$ cat src/verilog/trpc_pkg.sv
// Package: constants, states and carriers of the read-protect command block
package trpc_pkg;

  // Command codes and frame lengths in bits
  localparam logic [15:0] TRPC_CODE_VEIL = 16'he001;
  localparam logic [15:0] TRPC_CODE_UNVEIL = 16'he002;
  localparam logic [6:0] TRPC_LEN_VEIL = 7'h30;
  localparam logic [6:0] TRPC_LEN_UNVEIL = 7'h50;
  localparam logic [6:0] TRPC_CNT_MAX = 7'h7f;
  localparam logic [5:0] TRPC_LEN_REPLY = 6'h21;

  // CRC-16 of the air interface
  localparam logic [15:0] TRPC_CRC_POLY = 16'h1021;
  localparam logic [15:0] TRPC_CRC_PRESET = 16'hffff;
  localparam logic [15:0] TRPC_CRC_RESIDUE = 16'h1d0f;

  // Feature control word location (bit address in the code bank)
  localparam logic [9:0] TRPC_CFG_ADDR = 10'h200;
  localparam logic [9:0] TRPC_PERM_ADDR = 10'h208;

  // Field positions of the lower (indicator and temporary) byte
  localparam int TRPC_POS_TAMPER = 0;
  localparam int TRPC_POS_EXT_SUPPLY = 1;
  localparam int TRPC_POS_INVERT = 4;
  localparam int TRPC_POS_TRANSPARENT = 5;
  localparam int TRPC_POS_DATA_MODE = 6;
  localparam int TRPC_PERM_LSB = 8;
  localparam logic [2:0] TRPC_TEMP_RESET = 3'h0;

  // Reply deadline: time in ms and derived count at the clock rate
  localparam int TRPC_CLK_HZ = 100000000;
  localparam int TRPC_REPLY_LIMIT_MS = 20;
  localparam int TRPC_REPLY_LIMIT_CYC = TRPC_REPLY_LIMIT_MS * (TRPC_CLK_HZ / 1000);

  // Air-interface states of the surrounding tag
  typedef enum logic [2:0] {
    TAG_READY = 3'h0,
    TAG_ARBITRATE = 3'h1,
    TAG_REPLY = 3'h2,
    TAG_ACKNOWLEDGED = 3'h3,
    TAG_OPEN = 3'h4,
    TAG_SECURED = 3'h5,
    TAG_KILLED = 3'h6
  } trpc_tag_e;

  // Command engine states
  typedef enum logic [4:0] {
    ST_IDLE = 5'b00001,
    ST_RECV = 5'b00010,
    ST_EXEC = 5'b00100,
    ST_PROG = 5'b01000,
    ST_SEND = 5'b10000
  } trpc_state_e;

  // Permanent byte, bit 15 down to bit 8
  typedef struct packed {
    logic surveillance_alarm_flag;
    logic hide_identifier_bank_flag;
    logic hide_code_bank_flag;
    logic reserved_bit_12;
    logic privacy_mode;
    logic digital_output;
    logic max_backscatter;
    logic reserved_bit_8;
  } trpc_perm_s;

  // Received command bits from the demodulator
  typedef struct packed {
    logic fsync;
    logic valid;
    logic din;
    logic last;
  } trpc_rx_s;

  // Reply bits to the modulator
  typedef struct packed {
    logic valid;
    logic dbit;
    logic ext_preamble;
  } trpc_tx_s;

  // State of the serial CRC
  typedef struct packed {
    logic [15:0] crc;
  } trpc_crc_st_s;

  // State of the command engine
  typedef struct packed {
    trpc_state_e st;
    logic [79:0] sh;
    logic [6:0] cnt;
    logic unveil;
    trpc_perm_s perm;
    trpc_perm_s pend;
    logic [2:0] temp;
    logic [1:0] ind;
    logic veil_code;
    logic veil_id;
    logic [32:0] tx_sh;
    logic [5:0] tx_cnt;
    logic tx_valid;
    logic err_req;
    logic arb;
    logic nvm_wr;
    logic [20:0] wait_cnt;
    logic [15:0] cfg;
  } trpc_cmd_st_s;

endpackage

$ cat src/verilog/trpc_cmd.sv
// Veil and unveil memory command engine with the feature control word
// Function
// RULE1: upper control byte holds permanent feature bits
// RULE2: indicator bits follow pads, never commands
// RULE3: temporary bits cleared at every power-up
// RULE4: permanent bits kept in non-volatile memory
// RULE5: veil success sets both hide flags
// RULE6: hidden banks withheld, all else unchanged
// RULE7: zero access password ignores veil command
// RULE8: reader prefixes frame-sync to both commands
// RULE9: reader keeps carrier up to 20 ms
// RULE10: veil reply: zero bit, handle, CRC
// RULE11: veiling takes effect after reply ends
// RULE12: internal failure sends error code instead
// RULE13: no reply in 20 ms means failure
// RULE14: replies always use extended pilot preamble
// RULE15: veil frame: code, handle, CRC-16
// RULE16: veil only from secured, else ignore/arbitrate
// RULE17: unveil success clears both hide flags
// RULE18: reader needs fresh Req_RN before unveil
// RULE19: unveil frame: code, covered password, handle, CRC
// RULE20: unveil from open/secured; bad password arbitrates
// RULE21: unveil reply: zero bit, handle, CRC
// RULE22: control word sits at code bank 200h
// RULE23: bad CRC frames ignored, state kept
module trpc_cmd import trpc_pkg::*; #(
  parameter int REPLY_LIMIT_CYC = TRPC_REPLY_LIMIT_CYC // Deadline for the reply
) (
  input wire logic clk, // System clock, 100 MHz
  input wire logic srst, // Synchronous reset, power-up
  input trpc_rx_s rx, // Demodulated command bits
  input trpc_tag_e tag_state, // Air-interface state of the tag
  input wire logic [15:0] handle, // Current handle
  input wire logic [15:0] rn16, // Latest RN16 from Req_RN
  input wire logic rn_fresh, // Req_RN issued since last use
  input wire logic [31:0] access_pwd, // Stored access password
  output trpc_tx_s tx, // Reply bits
  input wire logic tx_ready, // Modulator takes the bit
  output logic err_req, // Pulse: send error code
  output logic go_arbitrate, // Pulse: move to arbitrate
  input wire logic [9:0] mem_addr, // Memory write bit address
  input wire logic mem_wr, // Memory write strobe
  input wire logic [15:0] mem_wdata, // Memory write data
  output logic [15:0] cfg_word, // Feature control word, read view
  input wire logic tamper_pad, // Tamper indicator input
  input wire logic ext_supply_pad, // External supply indicator input
  input wire logic nvm_load, // Pulse: stored byte valid
  input trpc_perm_s nvm_rdata, // Stored permanent byte
  output logic nvm_wr, // Pulse: program permanent byte
  output trpc_perm_s nvm_wdata, // Byte to program
  input wire logic nvm_done, // Pulse: programming finished
  input wire logic nvm_fail, // With done: programming failed
  output logic hide_code_read, // Withhold code bank contents
  output logic hide_id_read // Withhold identifier bank contents
);

  localparam logic [20:0] LIMIT_M1 = 21'(REPLY_LIMIT_CYC - 1);

  trpc_cmd_st_s q;
  trpc_cmd_st_s d;
  logic [15:0] rx_crc;
  logic crc_ok;
  logic is_veil;
  logic is_unveil;
  logic hdl_ok;
  logic pwd_ok;
  logic tx_take;
  logic tx_last;
  logic [15:0] reply_crc;

  // CRC over the whole received frame, restarted by frame-sync
  trpc_crc16 u_rx_crc (
    .clk(clk),
    .srst(srst),
    .init(rx.fsync),
    .en(rx.valid && q.st == ST_RECV && !rx.fsync),
    .din(rx.din),
    .crc(rx_crc)
  );

  // CRC over the reply header bit and handle
  function automatic logic [15:0] reply_crc_of(input logic [16:0] bits);
    logic [15:0] c;
    c = TRPC_CRC_PRESET;
    for (int i = 16; i >= 0; i--) begin
      c = {c[14:0], 1'b0} ^ ((c[15] ^ bits[i]) ? TRPC_CRC_POLY : 16'h0000);
    end
    return c;
  endfunction

  // Frame decode; the handle always ends the frame just before the CRC
  always_comb begin
    crc_ok = (rx_crc == TRPC_CRC_RESIDUE); // RULE23
    is_veil = (q.cnt == TRPC_LEN_VEIL) && (q.sh[47:32] == TRPC_CODE_VEIL); // RULE15
    is_unveil = (q.cnt == TRPC_LEN_UNVEIL) && (q.sh[79:64] == TRPC_CODE_UNVEIL); // RULE19
    hdl_ok = (q.sh[31:16] == handle);
    pwd_ok = rn_fresh && ((q.sh[63:32] ^ {rn16, rn16}) == access_pwd); // RULE18
    tx_take = q.tx_valid && tx_ready;
    tx_last = q.tx_cnt == TRPC_LEN_REPLY - 6'h01;
    reply_crc = reply_crc_of({1'b0, handle});
  end

  // Next state of the whole engine
  always_comb begin
    d = q;
    d.err_req = 1'b0;
    d.arb = 1'b0;
    d.nvm_wr = 1'b0;
    d.ind = {ext_supply_pad, tamper_pad}; // RULE2
    // Memory writes reach only the temporary bits here
    if (mem_wr && mem_addr == TRPC_CFG_ADDR) begin // RULE22
      d.temp = {mem_wdata[TRPC_POS_DATA_MODE], mem_wdata[TRPC_POS_TRANSPARENT],
                mem_wdata[TRPC_POS_INVERT]};
    end
    // Stored byte arrives after power-up or after a memory write
    if (nvm_load && q.st != ST_PROG) begin // RULE4
      d.perm = nvm_rdata;
      d.veil_code = nvm_rdata.hide_code_bank_flag;
      d.veil_id = nvm_rdata.hide_identifier_bank_flag;
    end
    case (q.st)
      ST_IDLE: begin
        if (rx.fsync) begin // RULE8
          d.st = ST_RECV;
          d.cnt = 7'h00;
          d.sh = '0;
        end
      end
      ST_RECV: begin
        if (rx.fsync) begin
          d.cnt = 7'h00;
          d.sh = '0;
        end else if (rx.valid) begin
          d.sh = {q.sh[78:0], rx.din};
          if (q.cnt != TRPC_CNT_MAX) begin
            d.cnt = q.cnt + 7'h01;
          end
          if (rx.last) begin
            d.st = ST_EXEC;
          end
        end
      end
      ST_EXEC: begin
        d.st = ST_IDLE;
        d.pend = q.perm;
        d.wait_cnt = '0;
        if (crc_ok && is_veil && tag_state == TAG_SECURED && hdl_ok) begin // RULE16
          if (access_pwd != 32'h0000_0000) begin // RULE7
            d.pend.hide_code_bank_flag = 1'b1; // RULE5
            d.pend.hide_identifier_bank_flag = 1'b1;
            d.unveil = 1'b0;
            d.nvm_wr = 1'b1;
            d.st = ST_PROG;
          end
        end else if (crc_ok && is_unveil && hdl_ok &&
                     (tag_state == TAG_OPEN || tag_state == TAG_SECURED)) begin // RULE20
          if (pwd_ok) begin
            d.pend.hide_code_bank_flag = 1'b0; // RULE17
            d.pend.hide_identifier_bank_flag = 1'b0;
            d.unveil = 1'b1;
            d.nvm_wr = 1'b1;
            d.st = ST_PROG;
          end else begin
            d.arb = 1'b1;
          end
        end
      end
      ST_PROG: begin
        d.wait_cnt = q.wait_cnt + 21'h000001;
        if (nvm_done && !nvm_fail) begin
          d.perm = q.pend;
          if (q.unveil) begin // RULE17
            d.veil_code = 1'b0;
            d.veil_id = 1'b0;
          end
          d.tx_sh = {1'b0, handle, ~reply_crc}; // RULE10 RULE21
          d.tx_cnt = 6'h00;
          d.tx_valid = 1'b1;
          d.st = ST_SEND;
        end else if ((nvm_done && nvm_fail) || q.wait_cnt == LIMIT_M1) begin // RULE9
          d.err_req = 1'b1; // RULE12
          d.st = ST_IDLE;
        end
      end
      ST_SEND: begin
        if (tx_take) begin
          d.tx_sh = {q.tx_sh[31:0], 1'b0};
          d.tx_cnt = q.tx_cnt + 6'h01;
          if (tx_last) begin
            d.tx_valid = 1'b0;
            d.st = ST_IDLE;
            if (!q.unveil) begin // RULE11
              d.veil_code = q.perm.hide_code_bank_flag;
              d.veil_id = q.perm.hide_identifier_bank_flag;
            end
          end
        end
      end
      default: begin
        d.st = ST_IDLE;
      end
    endcase
    // Read view of the whole control word
    d.cfg = '0;
    d.cfg[TRPC_POS_TAMPER] = q.ind[0];
    d.cfg[TRPC_POS_EXT_SUPPLY] = q.ind[1];
    d.cfg[TRPC_POS_INVERT] = q.temp[0];
    d.cfg[TRPC_POS_TRANSPARENT] = q.temp[1];
    d.cfg[TRPC_POS_DATA_MODE] = q.temp[2];
    d.cfg[TRPC_PERM_LSB +: 8] = q.perm; // RULE1
  end

  // State register; permanent byte reloads from the array after reset
  always_ff @(posedge clk) begin
    if (srst) begin
      q.st <= ST_IDLE;
      q.sh <= '0;
      q.cnt <= 7'h00;
      q.unveil <= 1'b0;
      q.perm <= '0;
      q.pend <= '0;
      q.temp <= TRPC_TEMP_RESET; // RULE3
      q.ind <= 2'h0;
      q.veil_code <= 1'b0;
      q.veil_id <= 1'b0;
      q.tx_sh <= '0;
      q.tx_cnt <= 6'h00;
      q.tx_valid <= 1'b0;
      q.err_req <= 1'b0;
      q.arb <= 1'b0;
      q.nvm_wr <= 1'b0;
      q.wait_cnt <= '0;
      q.cfg <= 16'h0000;
    end else begin
      q <= d;
    end
  end

  // Outputs
  assign tx = '{valid: q.tx_valid, dbit: q.tx_sh[32], ext_preamble: q.tx_valid}; // RULE14
  assign err_req = q.err_req;
  assign go_arbitrate = q.arb;
  assign cfg_word = q.cfg;
  assign nvm_wr = q.nvm_wr;
  assign nvm_wdata = q.pend;
  assign hide_code_read = q.veil_code; // RULE6
  assign hide_id_read = q.veil_id;
endmodule

$ cat src/verilog/trpc_crc16.sv
// Serial CRC-16 register, one bit per enable
module trpc_crc16 import trpc_pkg::*; (
  input wire logic clk, // System clock
  input wire logic srst, // Synchronous reset
  input wire logic init, // Load preset
  input wire logic en, // Shift in one bit
  input wire logic din, // Bit to shift in
  output logic [15:0] crc // Current register
);

  trpc_crc_st_s q;
  trpc_crc_st_s d;

  // Next value: preset wins over shifting
  always_comb begin
    d = q;
    if (init) begin
      d.crc = TRPC_CRC_PRESET;
    end else if (en) begin
      d.crc = {q.crc[14:0], 1'b0} ^ ((q.crc[15] ^ din) ? TRPC_CRC_POLY : 16'h0000);
    end
  end

  // State register
  always_ff @(posedge clk) begin
    if (srst) begin
      q.crc <= TRPC_CRC_PRESET;
    end else begin
      q <= d;
    end
  end

  assign crc = q.crc;

endmodule

$ cat config.mk
export PLATFORM = sky130hd
export DESIGN_NAME = trpc_cmd
export DESIGN_NICKNAME = d
export VERILOG_FILES = /design/src/verilog/trpc_pkg.sv /design/src/verilog/trpc_cmd.sv /design/src/verilog/trpc_crc16.sv
export SDC_FILE = /design/constraint.sdc
export NUM_CORES = 1
export LEC_CHECK = 0
export ABC_CLOCK_PERIOD_IN_PS = 5800
export BUFFER_PORTS_ARGS = -buffer_cell sky130_fd_sc_hd__buf_2
export CORE_MARGIN = 8
export CORE_UTILIZATION = 40
export CTS_CLUSTER_DIAMETER = 40
export DETAILED_ROUTE_END_ITERATION = 16
export GPL_ROUTABILITY_DRIVEN = 1
export PLACE_DENSITY = 0.68
export RECOVER_POWER = 25
export SETUP_SLACK_MARGIN = 0.4
export SYNTH_ARGS = -nofsm -noshare
export SYNTH_HDL_FRONTEND = slang
export SYNTH_SLANG_ARGS = --single-unit
$ cat constraint.sdc
create_clock -name clk -period 5.8 [get_ports clk]
set_input_delay 0.87 -clock clk [delete_from_list [all_inputs] [get_ports clk]]
set_output_delay 0.87 -clock clk [all_outputs]
set_load 0.02 [all_outputs]
Word-level counts from Yosys, hierarchy flattened
Cells that the tools add are included.
{ "word_totals": {"mem_count": 0, "wordCells": 200, "out_inout_bits": 32, "latch_bits": 0, "in_bits": 115, "reg_bits": 212, "mem_bits_rw": 0, "romBits": 0} }
{ "classes": {"magnitude_cmp": 0, "n_eq_ne": 30, "div_mod_pow": 0, "add_sub_neg": 3, "bitwise": 38, "n_mul": 0, "muxes": 59, "n_shift": 0, "reduce_logical": 36} }
{ "op_table": {"columns": ["cell", "count"], "rows": [
  ["bitwise XOR 16 x 13 -> 16 bit", 15],
  ["2-to-1 mux 13 bit", 17],
  ["2-to-1 mux 92 bit", 2],
  ["case mux 87 bit (2 select lines)", 1],
  ["2-to-1 mux 87 bit", 1],
  ["2-to-1 mux 42 bit", 2],
  ["case mux 42 bit (2 select lines)", 1],
  ["case mux 21 bit (2 select lines)", 1],
  ["2-to-1 mux 5 bit", 7],
  ["equality test 16 bit (second input constant)", 2],
  ["equality test 32 bit", 1],
  ["nonzero test 32 bit", 1],
  ["bitwise XOR 32 bit", 1],
  ["case mux 5 bit (5 select lines)", 1],
  ["2-to-1 mux 8 bit", 3],
  ["adder 21 x 1 -> 21 bit (second input constant)", 1],
  ["equality test 21 bit (second input constant)", 1],
  ["2-to-1 mux 2 bit", 9],
  ["equality test 16 x 13 -> 1 bit (second input constant)", 1],
  ["equality test 16 bit", 1],
  ["logical AND 1 bit", 16],
  ["inverter 16 bit", 1],
  ["bitwise XOR 1 bit", 16],
  ["bitwise XOR 16 bit", 1],
  ["other kinds (32)", 63]
]} }

Longest topological paths before layout
{ "depth": {"ltp_word": 50, "depth_mapped": 9, "mapped_depth_nobuf": 8} }

Modules after synthesis
From an unflattened synthesis, not the netlist that was laid out.
{ "hier_totals": {"cells_unflattened": 1093, "area_unflattened_um2": 9783.1} }
{ "by_module_without_submodules": {"columns": ["module", "area_per_inst_um2", "cells_per_inst", "instances"], "rows": [
  ["trpc_cmd", 9158.8, 1037, 1],
  ["trpc_crc16", 624.3, 56, 1]
]} }

Least setup slack after synthesis
OpenSTA, ideal clock, no wires.
{ "synth_timing": {"kind": "input to register", "from": "input port handle[14]", "to": "register q[194] (netlist bit)", "slack_ns": 3.121, "required_ns": 5.729, "setup_ns": 0.071, "stages": 7, "arrival_time_ns": 2.609, "cell_sequence": "clkbuf_1 xor2_1 nor4_1 nand2_1 or4_1 or4_1 a21oi_1"} }
{ "synth_via": {"elab_chain_cells": 6} }
{ "synth_lines": {"columns": ["item", "line_no", "text"], "rows": [
  ["start, declared", "trpc_cmd.sv:33", "input wire logic [15:0] handle,"],
  ["equality test 16 bit (*)", "trpc_cmd.sv:96", "hdl_ok = (q.sh[31:16] == handle);"],
  ["logical AND 1 bit (2 in a row)", "trpc_cmd.sv:155", "end else if (crc_ok && is_unveil && hdl_ok &&"],
  ["2-to-1 mux 4 bit", "trpc_cmd.sv:155", null],
  ["2-to-1 mux 5 bit (*)", "trpc_cmd.sv:147", "if (crc_ok && is_veil && tag_state == TAG_SECURED && hdl_ok) begin"],
  ["case mux 5 bit (5 select lines) (*)", "trpc_cmd.sv:121", "case (q.st)"],
  ["end, declared", "trpc_cmd.sv:59", "trpc_cmd_st_s q;"]
]} }
Mark *: on every way between the ends. The rest lies on a longest branch, timed or not.
A chain may end at the register's enable or synchronous reset.

==> impl_metrics.py <==
metrics = {
    "yosys": {
        "yosysSeqAreaShare_pct": 42.1,
        "synth_ff_type": "sky130_fd_sc_hd__dfxtp_1",
        "synthesis.area_per_instance_sq_um": 8.26,
        "synth_edf_count": 0,
        "async_flop_share_pct": 0,
        "post_synth_inst_count": 1203,
        "synth.lib_cells_used.distinct": 69,
        "mappedNetlistArea_sq_um": 9940,
        "ys_ff_latch": 209,
        "yosysWarnings": 0,
    },
    "die": {
        "floorplan.initialDensity_pct": 40.8,
        "top_level_ports": 147,
        "floorplan.rows": 57,
        "die-width_um": 174,
        "die_height_um": 174,
        "core_region_area_sq_um": 24400,
        "die_area_sq_um": 30200,
    },
    "setup_path": {
        "critPathMaxStageDelay_ns": 1.77,
        "setup.worst_path.start_class": "input pin",
        "setup.worst_path.class": "input pin to flop",
        "data_arrival_time_at_the_worst_slack_endpoint_ns": 3.99,
        "crit_chain": "clkbuf_1 -> buf_4 -> nor2_1 -> o21ai_0 -> o21ai_0",
        "cp_slowest_cell": "sky130_fd_sc_hd__clkbuf_1",
        "critPathMostFrequentCell": "sky130_fd_sc_hd__o21ai_0",
        "worst_setup_path_end_kind": "flop",
        "critPathRequiredTime_ns": 6.17,
        "critical_path_peak_fanout": 82,
    },
    "cts": {
        "post_cts.resized_instances": 0,
        "cts_tree": "built",
        "htree_levels": 1,
        "cts_buffer_depth": 3,
        "post_cts_hold_buffer_count": 0,
        "clk-insertion-delay-late_ns": 0.53,
        "cts_made_buffers": 27,
        "clock_sinks": 209,
        "cts.root.buffer_cell": "sky130_fd_sc_hd__clkbuf_16",
        "post-cts-setup-buffer-count": 0,
        "worst_setup_hold_path_clk_slew_ns": 0.05,
    },
    "timing": {
        "post_route_setup_tns_ns": 0,
        "post-route-period-util_pct": 62.4,
        "timing.max_slew.rel_slack_pct": -70.4,
        "timing.clock.skew_ns": 0.0147,
        "setup_viol_count_final": 0,
        "maxSlewViolCount": 55,
        "max_clock_freq_mhz": 276,
        "fin_crit_ns": 3.62,
        "max_slew.worst_pin.slew_ns": 2.56,
        "hold_violation_count_in_the_final_report": 0,
        "grt_setup_unrepaired": "false",
        "worst_slack_ns": 2.18,
    },
    "flow_run": {
        "maxCapViolCount": 1,
    },
    "pwr": {
        "pwr-share-seq_pct": 42.3,
        "internal_power_mw": 2.58,
        "power.leakage_nw": 4.13,
        "combinationalPowerShare_pct": 9.9,
        "ir_drop_mv": 0.178,
        "power_share_of_the_clock_group_pct": 47.8,
        "switching_share_pct": 25.1,
        "power.net_switching_uw": 865,
        "fin_total_pwr_mw": 3.45,
        "cellPowerDensity_nw_per_um2": 301,
    },
    "layout": {
        "final_layout_size_suffix_gt1_share_pct": 13.4,
        "regArea_sq_um": 4180,
        "synthToLayoutAreaGrowth_pct": 15.2,
        "non_filler_instance_count_after_layout": 1615,
        "multi_input_comb_area_sq_um": 5240,
        "postLayoutCellArea_sq_um": 11500,
        "num-fill-cells": 2393,
        "final_nets": 1392,
    },
    "detailed_routing": {
        "route.detailed.wl_per_inst_um": 15.6,
        "drt_pre_antenna_iters": 6,
        "route.detailed.vias_per_inst": 5.41,
        "drc_errors": 0,
        "detailedRoute.firstIterationViolations": 800,
        "detailroute.via_count": 8730,
        "wl_mm": 25.2,
        "antenna_violating_nets_remaining": 0,
    },
    "grt": {
        "gr-usage-all-layers_pct": 15.9,
        "initial_antenna_violation_count": 2,
        "grt_first_pass_wirelength_mm": 41.6,
        "grt_pass1_vias": 8357,
        "grt_start_max_net_pins": 83,
        "globalRoute.totalOverflow": 0,
    },
    "run_status": {
        "status": "finished with violations",
        "violations": "max-capacitance violations, max-slew violations",
    },
    "placement": {
        "placement.cell_area_sq_um": 10600,
        "pre_cts_worst_setup_slack_ns": 2.28,
        "place.port_buffers": 130,
        "dp_cells": 1567,
        "routability_driven_placement_congestion_ratio": 0.934,
        "hpwlAfterDp_mm": 17.7,
    },
    "hold_path": {
        "worstHoldPathType": "flop to flop",
    },
}
[routing by layer]
layer | wire, um | vias to the layer above | global-route usage, %
met4 | 569 | 4 | 5.27
met3 | 1490 | 49 | 2.94
li1 | - | 4352 | -
met5 | 18 | - | 0
met2 | 11800 | 222 | 26.2
met1 | 11300 | 4103 | 20.6
[path summary, 6_finish.rpt]
path / from / to / slack [ns] / cells past startpoint
max: srst / nvm_wdata[5] / 2.18 / 5
min: q[112] / q[113] / 0.44 / 2
max reg2reg: q[191] / u_rx_crc.crc[12] / 2.79 / 6
min reg2reg: q[112] / q[113] / 0.44 / 2
[placed cells by master, fill, tap and decap left out, types with 33 or more instances in the layout]
cell type                  instances
sky130_fd_sc_hd__buf_2           100
sky130_fd_sc_hd__a22oi_1          58
sky130_fd_sc_hd__nand3_1          45
sky130_fd_sc_hd__clkbuf_1         33
sky130_fd_sc_hd__xor2_1           51
sky130_fd_sc_hd__nor2_1           95
sky130_fd_sc_hd__xnor2_1          40
sky130_fd_sc_hd__nand2_1         218
sky130_fd_sc_hd__a21oi_1         109
sky130_fd_sc_hd__dfxtp_1         209
[power by group through the flow]
stage                     Sequential [mW]  Clock, mW  Combinational (mW)
final                                1.46       1.65               0.340
after global routing                 1.46       1.75               0.374
after CTS                            1.46       1.69               0.342
after detailed placement             1.49          0               0.340
after global placement               1.49          0               0.338
after floorplan                      1.49          0               0.241
[area by class of cell]
cell class                      count  area share (%)
Clock buffer                       36            6.72
Tap cell                          324            3.54
Timing Repair Buffer              137            5.81
Multi-Input combinational cell    881            45.7
Clock inverter                     11            1.11
Inverter                           16           0.524
Antenna cell                        1          0.0218
Sequential cell                   209            36.5
[worst max-delay path, delay by kind of cell]
kind	cells	cell delay, ns
AOI/OAI and AO/OA	2	0.22
buffers and inverters	2	2.68
and+or+nand+nor	1	0.20
[kinds of logic after synthesis]
kind of cell             synth area share (%)
AO/OA/AOI/OAI                            16.8
XOR/XNOR                                 9.63
adder cells (fa/ha/maj)                 0.629
buffers and inverters                    5.44
flip-flops                               42.1
multiplexers                             1.49
other                                  0.0377
AND/OR/NAND/NOR                          23.9
[through the flow]
step / hold slack, ns / util (%)
floorplan: 0.414 / -
global placement: 0.421 / 43.4
finish: 0.442 / 47.0
global route: 0.463 / 47.0
detailed placement: 0.431 / 43.4
CTS: 0.441 / 47.1
[sequential cells by signal, indices dropped and copies added (netlist names), 2 cells and up]
register / flops
d: 13
nvm_wdata: 8
u_rx_crc.crc: 16
q: 152
tx: 2
cfg_word: 13
[cells in the mapped netlist, drive strengths merged (4+ instances only)]
cell type,n,share of area (%)
a211oi,9,0.68
a21oi,109,5.5
a221oi,12,1.1
a22oi,58,4.4
a311oi,8,0.70
a31oi,4,0.25
and3,4,0.26
buf,35,2.4
clkbuf,64,2.4
dfxtp,209,42
ha,5,0.63
inv,16,0.60
mux2,6,0.68
mux2i,8,0.81
nand2,219,8.3
nand2b,5,0.31
nand3,45,2.3
nand4,17,1.1
nand4b,5,0.44
nor2,99,3.7
nor2b,23,1.4
nor3,16,0.81
nor4,30,2.0
nor4b,6,0.53
o211a,4,0.40
o211ai,8,0.60
o21ai,14,0.70
o22ai,4,0.25
o2bb2ai,8,0.70
or3,13,0.83
or4,7,0.53
or4b,4,0.44
xnor2,40,3.5
xnor3,5,1.1
xor2,51,4.5
No activity file was read; power rests on OpenSTA's default activity.
